## src/common/nc_params.svh

```systemverilog
// nc_params.svh: opcode values, field codes, reset values and counts for
// the nibble core decoder.
// assumes: included by bare name after nc_pkg is compiled.
`ifndef NC_PARAMS_SVH
`define NC_PARAMS_SVH

`define NC_OP_CLRA    8'h00
`define NC_OP_XOR     8'h02
`define NC_OP_COMPLEMENT_ADD_CARRY    8'h10
`define NC_OP_SKC     8'h20
`define NC_OP_SKE     8'h21
`define NC_OP_SC      8'h22
`define NC_OP_DIRECT  8'h23
`define NC_OP_ASC     8'h30
`define NC_OP_ADD     8'h31
`define NC_OP_RC      8'h32
`define NC_OP_EXT     8'h33
`define NC_OP_COMP    8'h40
`define NC_OP_TICK    8'h41
`define NC_OP_RET     8'h48
`define NC_OP_SUBROUTINE_EXIT_SKIP   8'h49
`define NC_OP_CBA     8'h4E
`define NC_OP_XAS     8'h4F
`define NC_OP_CAB     8'h50
`define NC_OP_TABLE_TO_OUTPUT_LATCH    8'hBF
`define NC_OP_JID     8'hFF

`define NC_X2_SKIP_PORT_ALL_ZERO    8'h21
`define NC_X2_PULSE_LATCH_READ    8'h29
`define NC_X2_INL     8'h2E

`define NC_HI_IMMEDIATE_ADD_SKIP    4'h5
`define NC_HI_OGI     4'h5
`define NC_HI_JMP     4'h6
`define NC_HI_STORE_IMMEDIATE_STEP    4'h7
`define NC_LO_XIS     2'h0
`define NC_LO_LD      2'h1
`define NC_LO_X       2'h2
`define NC_LO_XDS     2'h3

`define NC_PAGE_CALL  5'h02
`define NC_PAGE_P23   4'h1
`define NC_RST_PC     11'h000
`define NC_TB_DIV     1024

`endif

```

## src/common/nc_pkg.sv

```systemverilog
// nc_pkg: types shared by the nibble core decoder and its save stack.
// assumes: compiled before any design file.
package nc_pkg;

    typedef enum logic [1:0] {ST_OP1, ST_OP2, ST_IND} nc_state_t;

    typedef enum logic [1:0] {STK_HOLD, STK_PUSH, STK_POP, STK_DUPB}
        nc_stk_op_t;

endpackage : nc_pkg

```

## src/nc_save_stack.sv

```systemverilog
// nc_save_stack: three-level program counter save stack.
// assumes: one operation per clock chosen by the decoder.
`timescale 1ns/1ps
`default_nettype none

module nc_save_stack #(
    parameter int AW = 11
) (
    input  wire logic               core_clk_i,
    input  wire logic               rst_n_i,
    input  wire nc_pkg::nc_stk_op_t op_i,
    input  wire logic [AW-1:0]      push_i,
    output logic      [AW-1:0]      top_o
);
    import nc_pkg::*;

    logic [AW-1:0] sa_q;
    logic [AW-1:0] sb_q;
    logic [AW-1:0] sc_q;

    assign top_o = sa_q;

    // a pop leaves the bottom level as it was
    always_ff @(posedge core_clk_i) begin
        if (!rst_n_i) begin
            sa_q <= '0;
            sb_q <= '0;
            sc_q <= '0;
        end else begin
            case (op_i)
                STK_PUSH: begin
                    sa_q <= push_i;
                    sb_q <= sa_q;
                    sc_q <= sb_q;
                end
                STK_POP: begin
                    sa_q <= sb_q;
                    sb_q <= sc_q;
                end
                STK_DUPB: sc_q <= sb_q;
                default: ;
            endcase
        end
    end

endmodule : nc_save_stack

`default_nettype wire

```

## src/nc_ram.sv

```systemverilog
// nc_ram: nibble data memory, row and digit addressed.
// assumes: combinational read, one write per clock; never cleared.
`timescale 1ns/1ps
`default_nettype none

module nc_ram #(
    parameter int ROWS   = 8,
    parameter int DIGITS = 16,
    parameter int IW     = $clog2(ROWS * DIGITS)
) (
    input  wire logic          core_clk_i,
    input  wire logic [IW-1:0] raddr_i,
    output logic      [3:0]    rdata_o,
    input  wire logic          we_i,
    input  wire logic [IW-1:0] waddr_i,
    input  wire logic [3:0]    wdata_i
);
    logic [3:0] mem_q [ROWS*DIGITS];

    assign rdata_o = mem_q[raddr_i];

    // data memory keeps its contents across reset by design
    always_ff @(posedge core_clk_i) begin
        if (we_i) begin
            mem_q[waddr_i] <= wdata_i;
        end
    end

endmodule : nc_ram

`default_nettype wire

```

## src/nc_decoder.sv

```systemverilog
// nc_decoder: fetch, decode and execute for the nibble core.
// assumes: pmem_data_i is the byte at addr_o in the same cycle.
//
// Contract
// [RULE1] add with carry, carry out, skip on carry
// [RULE2] add immediate, skip on carry, carry kept
// [RULE3] complement add with carry, skip on carry
// [RULE4] xor memory into accumulator, no skip
// [RULE5] indirect jump replaces low eight pc bits
// [RULE6] in-page jump, seven bits in pages 2-3
// [RULE7] page-two call pushes pc, jumps page 2
// [RULE8] return pops stack; 0x49 also skips
// [RULE9] load memory to accumulator, flip row
// [RULE10] swap accumulator with memory, flip row
// [RULE11] direct fetch or swap by second byte
// [RULE12] store immediate then step digit up
// [RULE13] swap, digit down, skip past zero
// [RULE14] swap, digit up, skip past fifteen
// [RULE15] table byte to output latch, copy level
// [RULE16] pointer loads; later consecutive ones skipped
// [RULE17] skip when general port is zero
// [RULE18] skip once per time-base carry
// [RULE19] pulse latches and osc pin to accumulator
// [RULE20] tri port split to memory and accumulator
// [RULE21] immediate value to general port
// [RULE22] serial swap, carry to clock latch
// [RULE23] skipped bytes each take one cycle
// [RULE24] unassigned bytes do nothing but advance
`timescale 1ns/1ps
`default_nettype none
`include "nc_params.svh"

module nc_decoder #(
    parameter int TB_DIV = `NC_TB_DIV
) (
    input  wire logic        core_clk_i,
    input  wire logic        rst_n_i,
    input  wire logic [7:0]  pmem_data_i,
    input  wire logic [7:0]  tri_port_i,
    input  wire logic        osc_out_pin_i,
    input  wire logic [1:0]  pulse_in_n_i,
    output logic      [10:0] addr_o,
    output logic      [3:0]  acc_o,
    output logic             carry_o,
    output logic      [7:0]  out_latch_o,
    output logic      [3:0]  general_port_o,
    output logic      [3:0]  shift_counter_reg_o,
    output logic             serial_clock_latch_o
);
    import nc_pkg::*;

    localparam int TW = $clog2(TB_DIV);

    function automatic logic [4:0] nc_add(input logic [3:0] a,
                                          input logic [3:0] b,
                                          input logic       ci);
        nc_add = {1'b0, a} + {1'b0, b} + {4'h0, ci};
    endfunction : nc_add

    nc_state_t  st_q, st_d;
    logic       skip_q, skip_d, ign_q, ign_d, lbi_q, lbi_d;
    logic [7:0] op1_q, op1_d, q_q, q_d;
    logic [3:0] acc_q, acc_d, bd_q, bd_d, g_q, g_d, sio_q, sio_d;
    logic [2:0] br_q, br_d;
    logic       c_q, c_d, skl_q, skl_d;
    logic [10:0] pc_q, pc_d, addr_q, addr_d;
    logic [TW-1:0] tb_q;
    logic       tick_q, tick_clr;
    logic [1:0] il_q, h1_q, h2_q;
    logic       il_clr;
    nc_stk_op_t stk_op;
    logic [10:0] stk_top;
    logic       ram_we;
    logic [6:0] ram_wa;
    logic [3:0] ram_wd, m;

    wire [7:0] op        = pmem_data_i;
    wire [3:0] hi        = op[7:4];
    wire [3:0] lo        = op[3:0];
    wire       ex1       = (st_q == ST_OP1) && !skip_q;
    wire       in_p23    = (pc_q[10:7] == `NC_PAGE_P23);
    wire       is_2byte  = (op == `NC_OP_DIRECT) || (op == `NC_OP_EXT)
                           || (hi == `NC_HI_JMP);
    wire       is_lbi1   = (op[7:6] == 2'h0) && op[3];
    wire       is_ramgrp = (op[7:6] == 2'h0) && (op[3:2] == 2'h1);
    wire       is_fixed  = (op == `NC_OP_TABLE_TO_OUTPUT_LATCH) || (op == `NC_OP_JID);
    wire       is_jp     = op[7] && !is_fixed && (in_p23 || op[6]);
    wire       is_page_two_call   = (op[7:6] == 2'h2) && !is_fixed && !in_p23;
    wire       is_immediate_add_skip   = (hi == `NC_HI_IMMEDIATE_ADD_SKIP) && (lo != 4'h0);
    wire       direct    = (st_q == ST_OP2) && (op1_q == `NC_OP_DIRECT);
    wire [6:0] ram_ra    = direct ? op[6:0] : {br_q, bd_q};
    wire [4:0] asc_sum   = nc_add(acc_q, m, c_q);
    wire [4:0] immediate_add_skip_sum  = nc_add(acc_q, lo, 1'b0);
    wire [4:0] complement_add_carry_sum  = nc_add(~acc_q, m, c_q);
    wire       asc_co    = asc_sum[4];
    wire       immediate_add_skip_co   = immediate_add_skip_sum[4];
    wire [3:0] complement_add_carry_lo   = complement_add_carry_sum[3:0];
    wire [3:0] xor_res   = acc_q ^ m;
    wire [3:0] bd_inc    = bd_q + 4'h1;
    wire [3:0] bd_dec    = bd_q - 4'h1;
    wire [2:0] row_flip  = br_q ^ {1'b0, op[5:4]};
    wire [10:0] pc_inc   = pc_q + 11'h001;
    wire [10:0] ind_addr = {pc_q[10:8], acc_q, m};
    wire [10:0] jp_tgt   = in_p23 ? {pc_q[10:7], op[6:0]}
                                  : {pc_q[10:6], op[5:0]};
    wire [10:0] call_tgt = {`NC_PAGE_CALL, op[5:0]};
    wire [10:0] jmp_tgt  = {op1_q[2:0], op};
    wire [10:0] ind_tgt  = {pc_q[10:8], op};
    wire       tb_wrap   = (tb_q == TW'(TB_DIV - 1));
    // low seen for two cycles after high: short glitches are ignored
    wire [1:0] il_set    = h2_q & ~h1_q & ~pulse_in_n_i;

    nc_ram u_ram (
        .core_clk_i (core_clk_i),
        .raddr_i    (ram_ra),
        .rdata_o    (m),
        .we_i       (ram_we),
        .waddr_i    (ram_wa),
        .wdata_i    (ram_wd)
    );

    nc_save_stack u_stack (
        .core_clk_i (core_clk_i),
        .rst_n_i    (rst_n_i),
        .op_i       (stk_op),
        .push_i     (pc_q),
        .top_o      (stk_top)
    );

    always_comb begin
        st_d = ST_OP1;   skip_d = 1'b0; ign_d = ign_q; lbi_d = lbi_q;
        op1_d = op1_q;   q_d = q_q;     acc_d = acc_q; bd_d = bd_q;
        g_d = g_q;       sio_d = sio_q; br_d = br_q;   c_d = c_q;
        skl_d = skl_q;   pc_d = pc_inc; addr_d = pc_q;
        stk_op = STK_HOLD; ram_we = 1'b0; ram_wa = {br_q, bd_q};
        ram_wd = acc_q;  tick_clr = 1'b0; il_clr = 1'b0;
        case (st_q)
            ST_OP1: begin
                if (skip_q) begin
                    if (is_2byte) begin // [RULE23]
                        st_d  = ST_OP2;
                        ign_d = 1'b1;
                    end
                end else if (is_2byte) begin
                    st_d  = ST_OP2;
                    op1_d = op;
                    ign_d = 1'b0;
                end else if (is_lbi1) begin
                    if (!lbi_q) begin // [RULE16]
                        br_d  = {1'b0, op[5:4]};
                        bd_d  = lo + 4'h1;
                        lbi_d = 1'b1;
                    end
                end else begin
                    lbi_d = 1'b0;
                    if (is_jp) begin // [RULE6]
                        addr_d = jp_tgt;
                        pc_d   = jp_tgt + 11'h001;
                    end else if (is_page_two_call) begin // [RULE7]
                        stk_op = STK_PUSH;
                        addr_d = call_tgt;
                        pc_d   = call_tgt + 11'h001;
                    end else if (is_ramgrp) begin
                        acc_d = m;
                        br_d  = row_flip; // [RULE9] [RULE10]
                        ram_we = (op[1:0] != `NC_LO_LD);
                        if (op[1:0] == `NC_LO_XIS) begin // [RULE14]
                            bd_d   = bd_inc;
                            skip_d = (bd_q == 4'hF);
                        end else if (op[1:0] == `NC_LO_XDS) begin // [RULE13]
                            bd_d   = bd_dec;
                            skip_d = (bd_q == 4'h0);
                        end
                    end else if (is_immediate_add_skip) begin // [RULE2]
                        acc_d  = immediate_add_skip_sum[3:0];
                        skip_d = immediate_add_skip_co;
                    end else if (hi == `NC_HI_STORE_IMMEDIATE_STEP) begin // [RULE12]
                        ram_we = 1'b1;
                        ram_wd = lo;
                        bd_d   = bd_inc;
                    end else begin
                        case (op)
                            `NC_OP_ASC: begin // [RULE1]
                                acc_d  = asc_sum[3:0];
                                c_d    = asc_co;
                                skip_d = asc_co;
                            end
                            `NC_OP_COMPLEMENT_ADD_CARRY: begin // [RULE3]
                                acc_d  = complement_add_carry_lo;
                                c_d    = complement_add_carry_sum[4];
                                skip_d = complement_add_carry_sum[4];
                            end
                            `NC_OP_XOR: acc_d = xor_res; // [RULE4]
                            `NC_OP_JID, `NC_OP_TABLE_TO_OUTPUT_LATCH: begin // [RULE5] [RULE15]
                                st_d   = ST_IND;
                                op1_d  = op;
                                addr_d = ind_addr;
                                pc_d   = pc_q;
                            end
                            `NC_OP_RET, `NC_OP_SUBROUTINE_EXIT_SKIP: begin // [RULE8]
                                stk_op = STK_POP;
                                addr_d = stk_top;
                                pc_d   = stk_top + 11'h001;
                                skip_d = (op == `NC_OP_SUBROUTINE_EXIT_SKIP);
                            end
                            `NC_OP_TICK: begin // [RULE18]
                                skip_d   = tick_q;
                                tick_clr = 1'b1;
                            end
                            `NC_OP_XAS: begin // [RULE22]
                                acc_d = sio_q;
                                sio_d = acc_q;
                                skl_d = c_q;
                            end
                            `NC_OP_CLRA: acc_d = 4'h0;
                            `NC_OP_RC:   c_d = 1'b0;
                            `NC_OP_SC:   c_d = 1'b1;
                            `NC_OP_SKC:  skip_d = c_q;
                            `NC_OP_SKE:  skip_d = (acc_q == m);
                            `NC_OP_COMP: acc_d = ~acc_q;
                            `NC_OP_ADD:  acc_d = asc_sum[3:0] - {3'h0, c_q};
                            `NC_OP_CAB:  bd_d = acc_q;
                            `NC_OP_CBA:  acc_d = bd_q;
                            default: ; // [RULE24]
                        endcase
                    end
                end
            end
            ST_OP2: begin
                if (!ign_q) begin
                    if (op1_q == `NC_OP_DIRECT) begin // [RULE11]
                        lbi_d  = 1'b0;
                        acc_d  = m;
                        ram_wa = op[6:0];
                        ram_we = op[7];
                    end else if (op1_q == `NC_OP_EXT) begin
                        if (op[7]) begin
                            if (!lbi_q) begin // [RULE16]
                                br_d  = op[6:4];
                                bd_d  = lo;
                                lbi_d = 1'b1;
                            end
                        end else begin
                            lbi_d = 1'b0;
                            if (op == `NC_X2_SKIP_PORT_ALL_ZERO) begin // [RULE17]
                                skip_d = (g_q == 4'h0);
                            end else if (op == `NC_X2_PULSE_LATCH_READ) begin // [RULE19]
                                acc_d  = {il_q[1], osc_out_pin_i, 1'b0, il_q[0]};
                                il_clr = 1'b1;
                            end else if (op == `NC_X2_INL) begin // [RULE20]
                                ram_we = 1'b1;
                                ram_wd = tri_port_i[7:4];
                                acc_d  = tri_port_i[3:0];
                            end else if (hi == `NC_HI_OGI) begin // [RULE21]
                                g_d = lo;
                            end
                        end
                    end else begin
                        lbi_d  = 1'b0;
                        stk_op = op1_q[3] ? STK_PUSH : STK_HOLD;
                        addr_d = jmp_tgt;
                        pc_d   = jmp_tgt + 11'h001;
                    end
                end
            end
            ST_IND: begin
                if (op1_q == `NC_OP_JID) begin // [RULE5]
                    addr_d = ind_tgt;
                    pc_d   = ind_tgt + 11'h001;
                end else begin // [RULE15]
                    q_d    = op;
                    stk_op = STK_DUPB;
                end
            end
            default: ;
        endcase
    end

    always_ff @(posedge core_clk_i) begin
        if (!rst_n_i) begin
            st_q <= ST_OP1;  skip_q <= 1'b0; ign_q <= 1'b0; lbi_q <= 1'b0;
            op1_q <= 8'h00;  q_q <= 8'h00;   acc_q <= 4'h0; bd_q <= 4'h0;
            g_q <= 4'h0;     sio_q <= 4'h0;  br_q <= 3'h0;  c_q <= 1'b0;
            skl_q <= 1'b0;   pc_q <= `NC_RST_PC + 11'h001;
            addr_q <= `NC_RST_PC;
        end else begin
            st_q <= st_d;    skip_q <= skip_d; ign_q <= ign_d; lbi_q <= lbi_d;
            op1_q <= op1_d;  q_q <= q_d;     acc_q <= acc_d; bd_q <= bd_d;
            g_q <= g_d;      sio_q <= sio_d; br_q <= br_d;   c_q <= c_d;
            skl_q <= skl_d;  pc_q <= pc_d;   addr_q <= addr_d;
        end
    end

    // set beats a same-cycle clear for tick and pulse latches
    always_ff @(posedge core_clk_i) begin
        if (!rst_n_i) begin
            tb_q <= '0;      tick_q <= 1'b0;
            il_q <= 2'h0;    h1_q <= 2'h3;   h2_q <= 2'h3;
        end else begin
            tb_q   <= tb_wrap ? '0 : tb_q + TW'(1);
            tick_q <= tb_wrap | (tick_q & ~tick_clr); // [RULE18]
            il_q   <= il_set | (il_q & ~{2{il_clr}});
            h1_q   <= pulse_in_n_i;
            h2_q   <= h1_q;
        end
    end

    assign addr_o               = addr_q;
    assign acc_o                = acc_q;
    assign carry_o              = c_q;
    assign out_latch_o          = q_q;
    assign general_port_o       = g_q;
    assign shift_counter_reg_o  = sio_q;
    assign serial_clock_latch_o = skl_q;
endmodule : nc_decoder

`default_nettype wire

```

## config.mk

```make
export PLATFORM = sky130hd
export DESIGN_NAME = nc_decoder
export DESIGN_NICKNAME = d
export VERILOG_FILES = /design/src/common/nc_pkg.sv /design/src/nc_save_stack.sv /design/src/nc_ram.sv /design/src/nc_decoder.sv
export VERILOG_INCLUDE_DIRS = /design/src /design/src/common
export SDC_FILE = /design/constraint.sdc
export NUM_CORES = 1
export LEC_CHECK = 0
export BUFFER_PORTS_ARGS = -buffer_cell sky130_fd_sc_hd__buf_2
export CORE_ASPECT_RATIO = 0.8
export CORE_UTILIZATION = 38
export DETAILED_ROUTE_END_ITERATION = 16
export GPL_ROUTABILITY_DRIVEN = 0
export PLACE_DENSITY_LB_ADDON = 0.08
export SLEW_MARGIN = 10
export SYNTH_ARGS = -nofsm -noshare
export SYNTH_HDL_FRONTEND = slang
export SYNTH_SLANG_ARGS = --single-unit
```

## constraint.sdc

```tcl
create_clock -name core_clk_i -period 7.5 [get_ports core_clk_i]
set_input_delay 0 -clock core_clk_i [delete_from_list [all_inputs] [get_ports core_clk_i]]
set_output_delay 0 -clock core_clk_i [all_outputs]
set_load 0.05 [all_outputs]
```

==> impl_metrics.tcl <==
set metrics [dict create \
    crit_type "flop to flop" \
    clock.fmax_mhz 149.1 \
    seq_area_frac_synth_pct 59.64 \
    synthArstFlopShare_pct 0 \
    die_h_um 251.7 \
    synth_area_mm2 0.02961 \
    grt_usage_pct 26.68 \
    finalHoldViolCount 0 \
    met3_usage_pct 5.137 \
    setup_ws_ps 794.8 \
    via_per_inst 6.130 \
    detail-route-antenna-nets 0 \
    endpoint_kind "flop" \
    yosysTopAreaCellShare_pct 51.93 \
    pre_cts_slack_ps 869.3 \
    fin_crit_sh_pct 89.40 \
    relSlewSlack_pct 13.65 \
    io_pins 54 \
    nets 2709 \
    ys.flop_type "edfxtp_1" \
    p_seq_share_pct 47.0 \
    synthTopCellsByArea "edfxtp_1 (52%), dfxtp_1 (7.7%), mux2i_1 (5.3%)" \
    met1_usage_pct 40.69 \
    startpoint_type "flop" \
    die_w_um 314.1 \
    die_area_mm2 0.07904 \
    syn_nets 2652 \
    power_frac_comb_pct 12.9 \
    layout_commonest_cell "edfxtp_1" \
    io_buffers 53 \
    clkTransAtPathRegs_ps 70 \
    dp.cells 3595 \
    fin_tns_setup_ps 0 \
    power_density_mw_per_mm2 250.9 \
    max_cap_viol_count 0 \
    crit_path_max_fanout 54 \
    antenna_found_initial 0 \
    busiest_layer "met1" \
    yosysWarnings 0 \
    wire_per_inst_um 28.60 \
    worst_slew_pin_slew_ps 1282 \
    stdcell_count 3734 \
    cts_buffers 69 \
    grt.overflow.total 0 \
    num_vias 22889 \
    placed_area_mm2 0.03136 \
    peakVddDrop_v 0.0001725 \
    internal_power_uw 6183 \
    grt_max_degree 84 \
    leakagePower_uw 0.01111 \
    p_switching_uw 2280 \
    rsz0062_at_grt "false" \
    clockBufferDepth 3 \
    grt_pass1_wl_mm 154.5 \
    hold_class "input port to flop" \
    cts-root-buf "clkbuf_16" \
    num_rows 91 \
    cts_tree "built" \
    syn_avg_cell_area_um2 11.38 \
    fp.coreArea_mm2 0.07708 \
    r2r_slack_ps 790 \
    ys_ff_latch 626 \
    p_clk_share_pct 40.1 \
    drt-initial-drc-count 2786 \
    final_cell_mix "edfxtp_1 (512), nor2_1 (324), nand2_1 (232)" \
    status "finished clean" \
    drt-total-wl_mm 106.8 \
    stdcell_area_mm2 0.03373 \
    swShare_pct 26.94 \
    clock_sinks 626 \
    setup-violations-final 0 \
    required_ps 8010 \
    synth_edf_count 512 \
    drive_gt1_share_pct 11.99 \
    finalCriticalPeriod_ps 6705 \
    hpwl_mm 71.39 \
    grt_pass1_vias 21731 \
    synth_cell_types 92 \
    skew_ps 22.02 \
    drtPass1Iterations 6 \
    htree_levels 3 \
    met2_usage_pct 38.18 \
    cp.arrival_ps 7210 \
    clock_latency_ps 630 \
    drc 0 \
    area_delta_synth_final_pct 13.93 \
    synth_top_cell_by_area "edfxtp_1" \
    start_util_pct 38.41 \
    netlist_instances 2602 \
    antenna_cells 0 \
    maxSlewViolCount 0 \
]
-- synthesized netlist by cell type, types with 35 or more instances --
cell      number
nand3_1       96
dfxtp_1      114
mux2i_1      156
nor2_1       327
a211oi_1     103
a21oi_1       89
and3_1        85
o21ai_0       93
nand2_1      236
inv_1         35
clkbuf_1     131
nor3_1        41
edfxtp_1     512
a31oi_1       43
-- power groups by stage --
| stage | sequential [µW] | clock, µW | combinational, µW |
|---|---|---|---|
| 6_report | 3980 | 3390 | 1090 |
| 5_1_grt | 3980 | 3560 | 1170 |
| 4_1_cts | 3970 | 3450 | 1090 |
| 3_5_place_dp | 4050 | 0 | 1080 |
| 3_3_place_gp | 4050 | 0 | 1070 |
| 2_1_floorplan | 4070 | 0 | 606 |
-- path summary, 6_finish.rpt --
| kind | end | cells past startpoint | from |
|---|---|---|---|
| worst min register to register | h2_q[0]$_SDFF_PN1_ | 1 | h1_q[0]$_SDFF_PN1_ |
| worst max-delay path | acc_o[3]$_SDFFE_PN0P_ | 20 | st_q[1]$_SDFF_PP0_ |
| worst min-delay path | out_latch_o[0]$_SDFFE_PN0P_ | 4 | pmem_data_i[0] |
| worst max register to register | acc_o[3]$_SDFFE_PN0P_ | 20 | st_q[1]$_SDFF_PP0_ |
-- worst max-delay path, stage by stage, from the launching register on --
cell and delay [ps]:
dfxtp_1 490, or3b_1 690, o31ai_4 280, buf_4 330, nand2_4 120, buf_12 220
buf_4 230, mux2_4 320, a2111oi_2 360, a31oi_1 140, or4_1 660, or4_4 710
ha_1 470, inv_1 110, a21o_1 180, xor2_1 200, xnor2_1 140, nor2_1 50
o41ai_1 440, a21oi_1 130, o221a_1 260
-- area by class of cell --
class	instances	area, µm²
clock inverter	41	384.1
inverter	38	142.6
fill	7199	43350
tap	1023	1280
clock buffer	82	1828
multi-input combinational	1756	11180
sequential	626	17660
timing repair buffer	168	1256
-- repair_timing --
action	in CTS	in global routing
hold buffers	16	0
hold endpoints to repair	32	0
buffers inserted	0	0
endpoints found under the setup margin	0	0
resized for setup	0	0
-- metal layers --
| layer | vias to the layer above | part of all wire [%] |
|---|---|---|
| met5 | - | 0 |
| met4 | 0 | 2.4 |
| met3 | 167 | 9.2 |
| met2 | 1128 | 42 |
| met1 | 11535 | 46 |
| li1 | 10059 | - |
-- registers in the layout (all words and copies together) (netlist names), 8 cells and up --
register,count
u_ram.mem_q,512
addr_o,11
pc_q,11
u_stack.sb_q,11
u_stack.sc_q,11
u_stack.top_o,11
tb_q,10
op1_q,8
out_latch_o,8
-- kinds of logic (layout without fill, tap and decap cells) --
group                    after synthesis  count (layout)  synth area share, %
flip-flops                           626             626                59.64
adder cells (fa/ha/maj)               29              29                1.352
XOR/XNOR                              37              37                1.095
AND/OR/NAND/NOR                      910             910                14.22
buffers and inverters                220             329                2.984
multiplexers                         182             182                6.276
AO/OA/AOI/OAI                        598             598                14.43
-- metrics by stage --
stage	util [%]	hold slack (ps)	power [µW]
after floorplan	-	124.8	4671
after global placement	40.68	227.4	5120
after detailed placement	40.68	226.8	5129
after CTS	43.76	69.43	8507
after global routing	43.76	109.0	8707
final	43.76	111.8	8463
No activity file was read; power rests on OpenSTA's default activity.
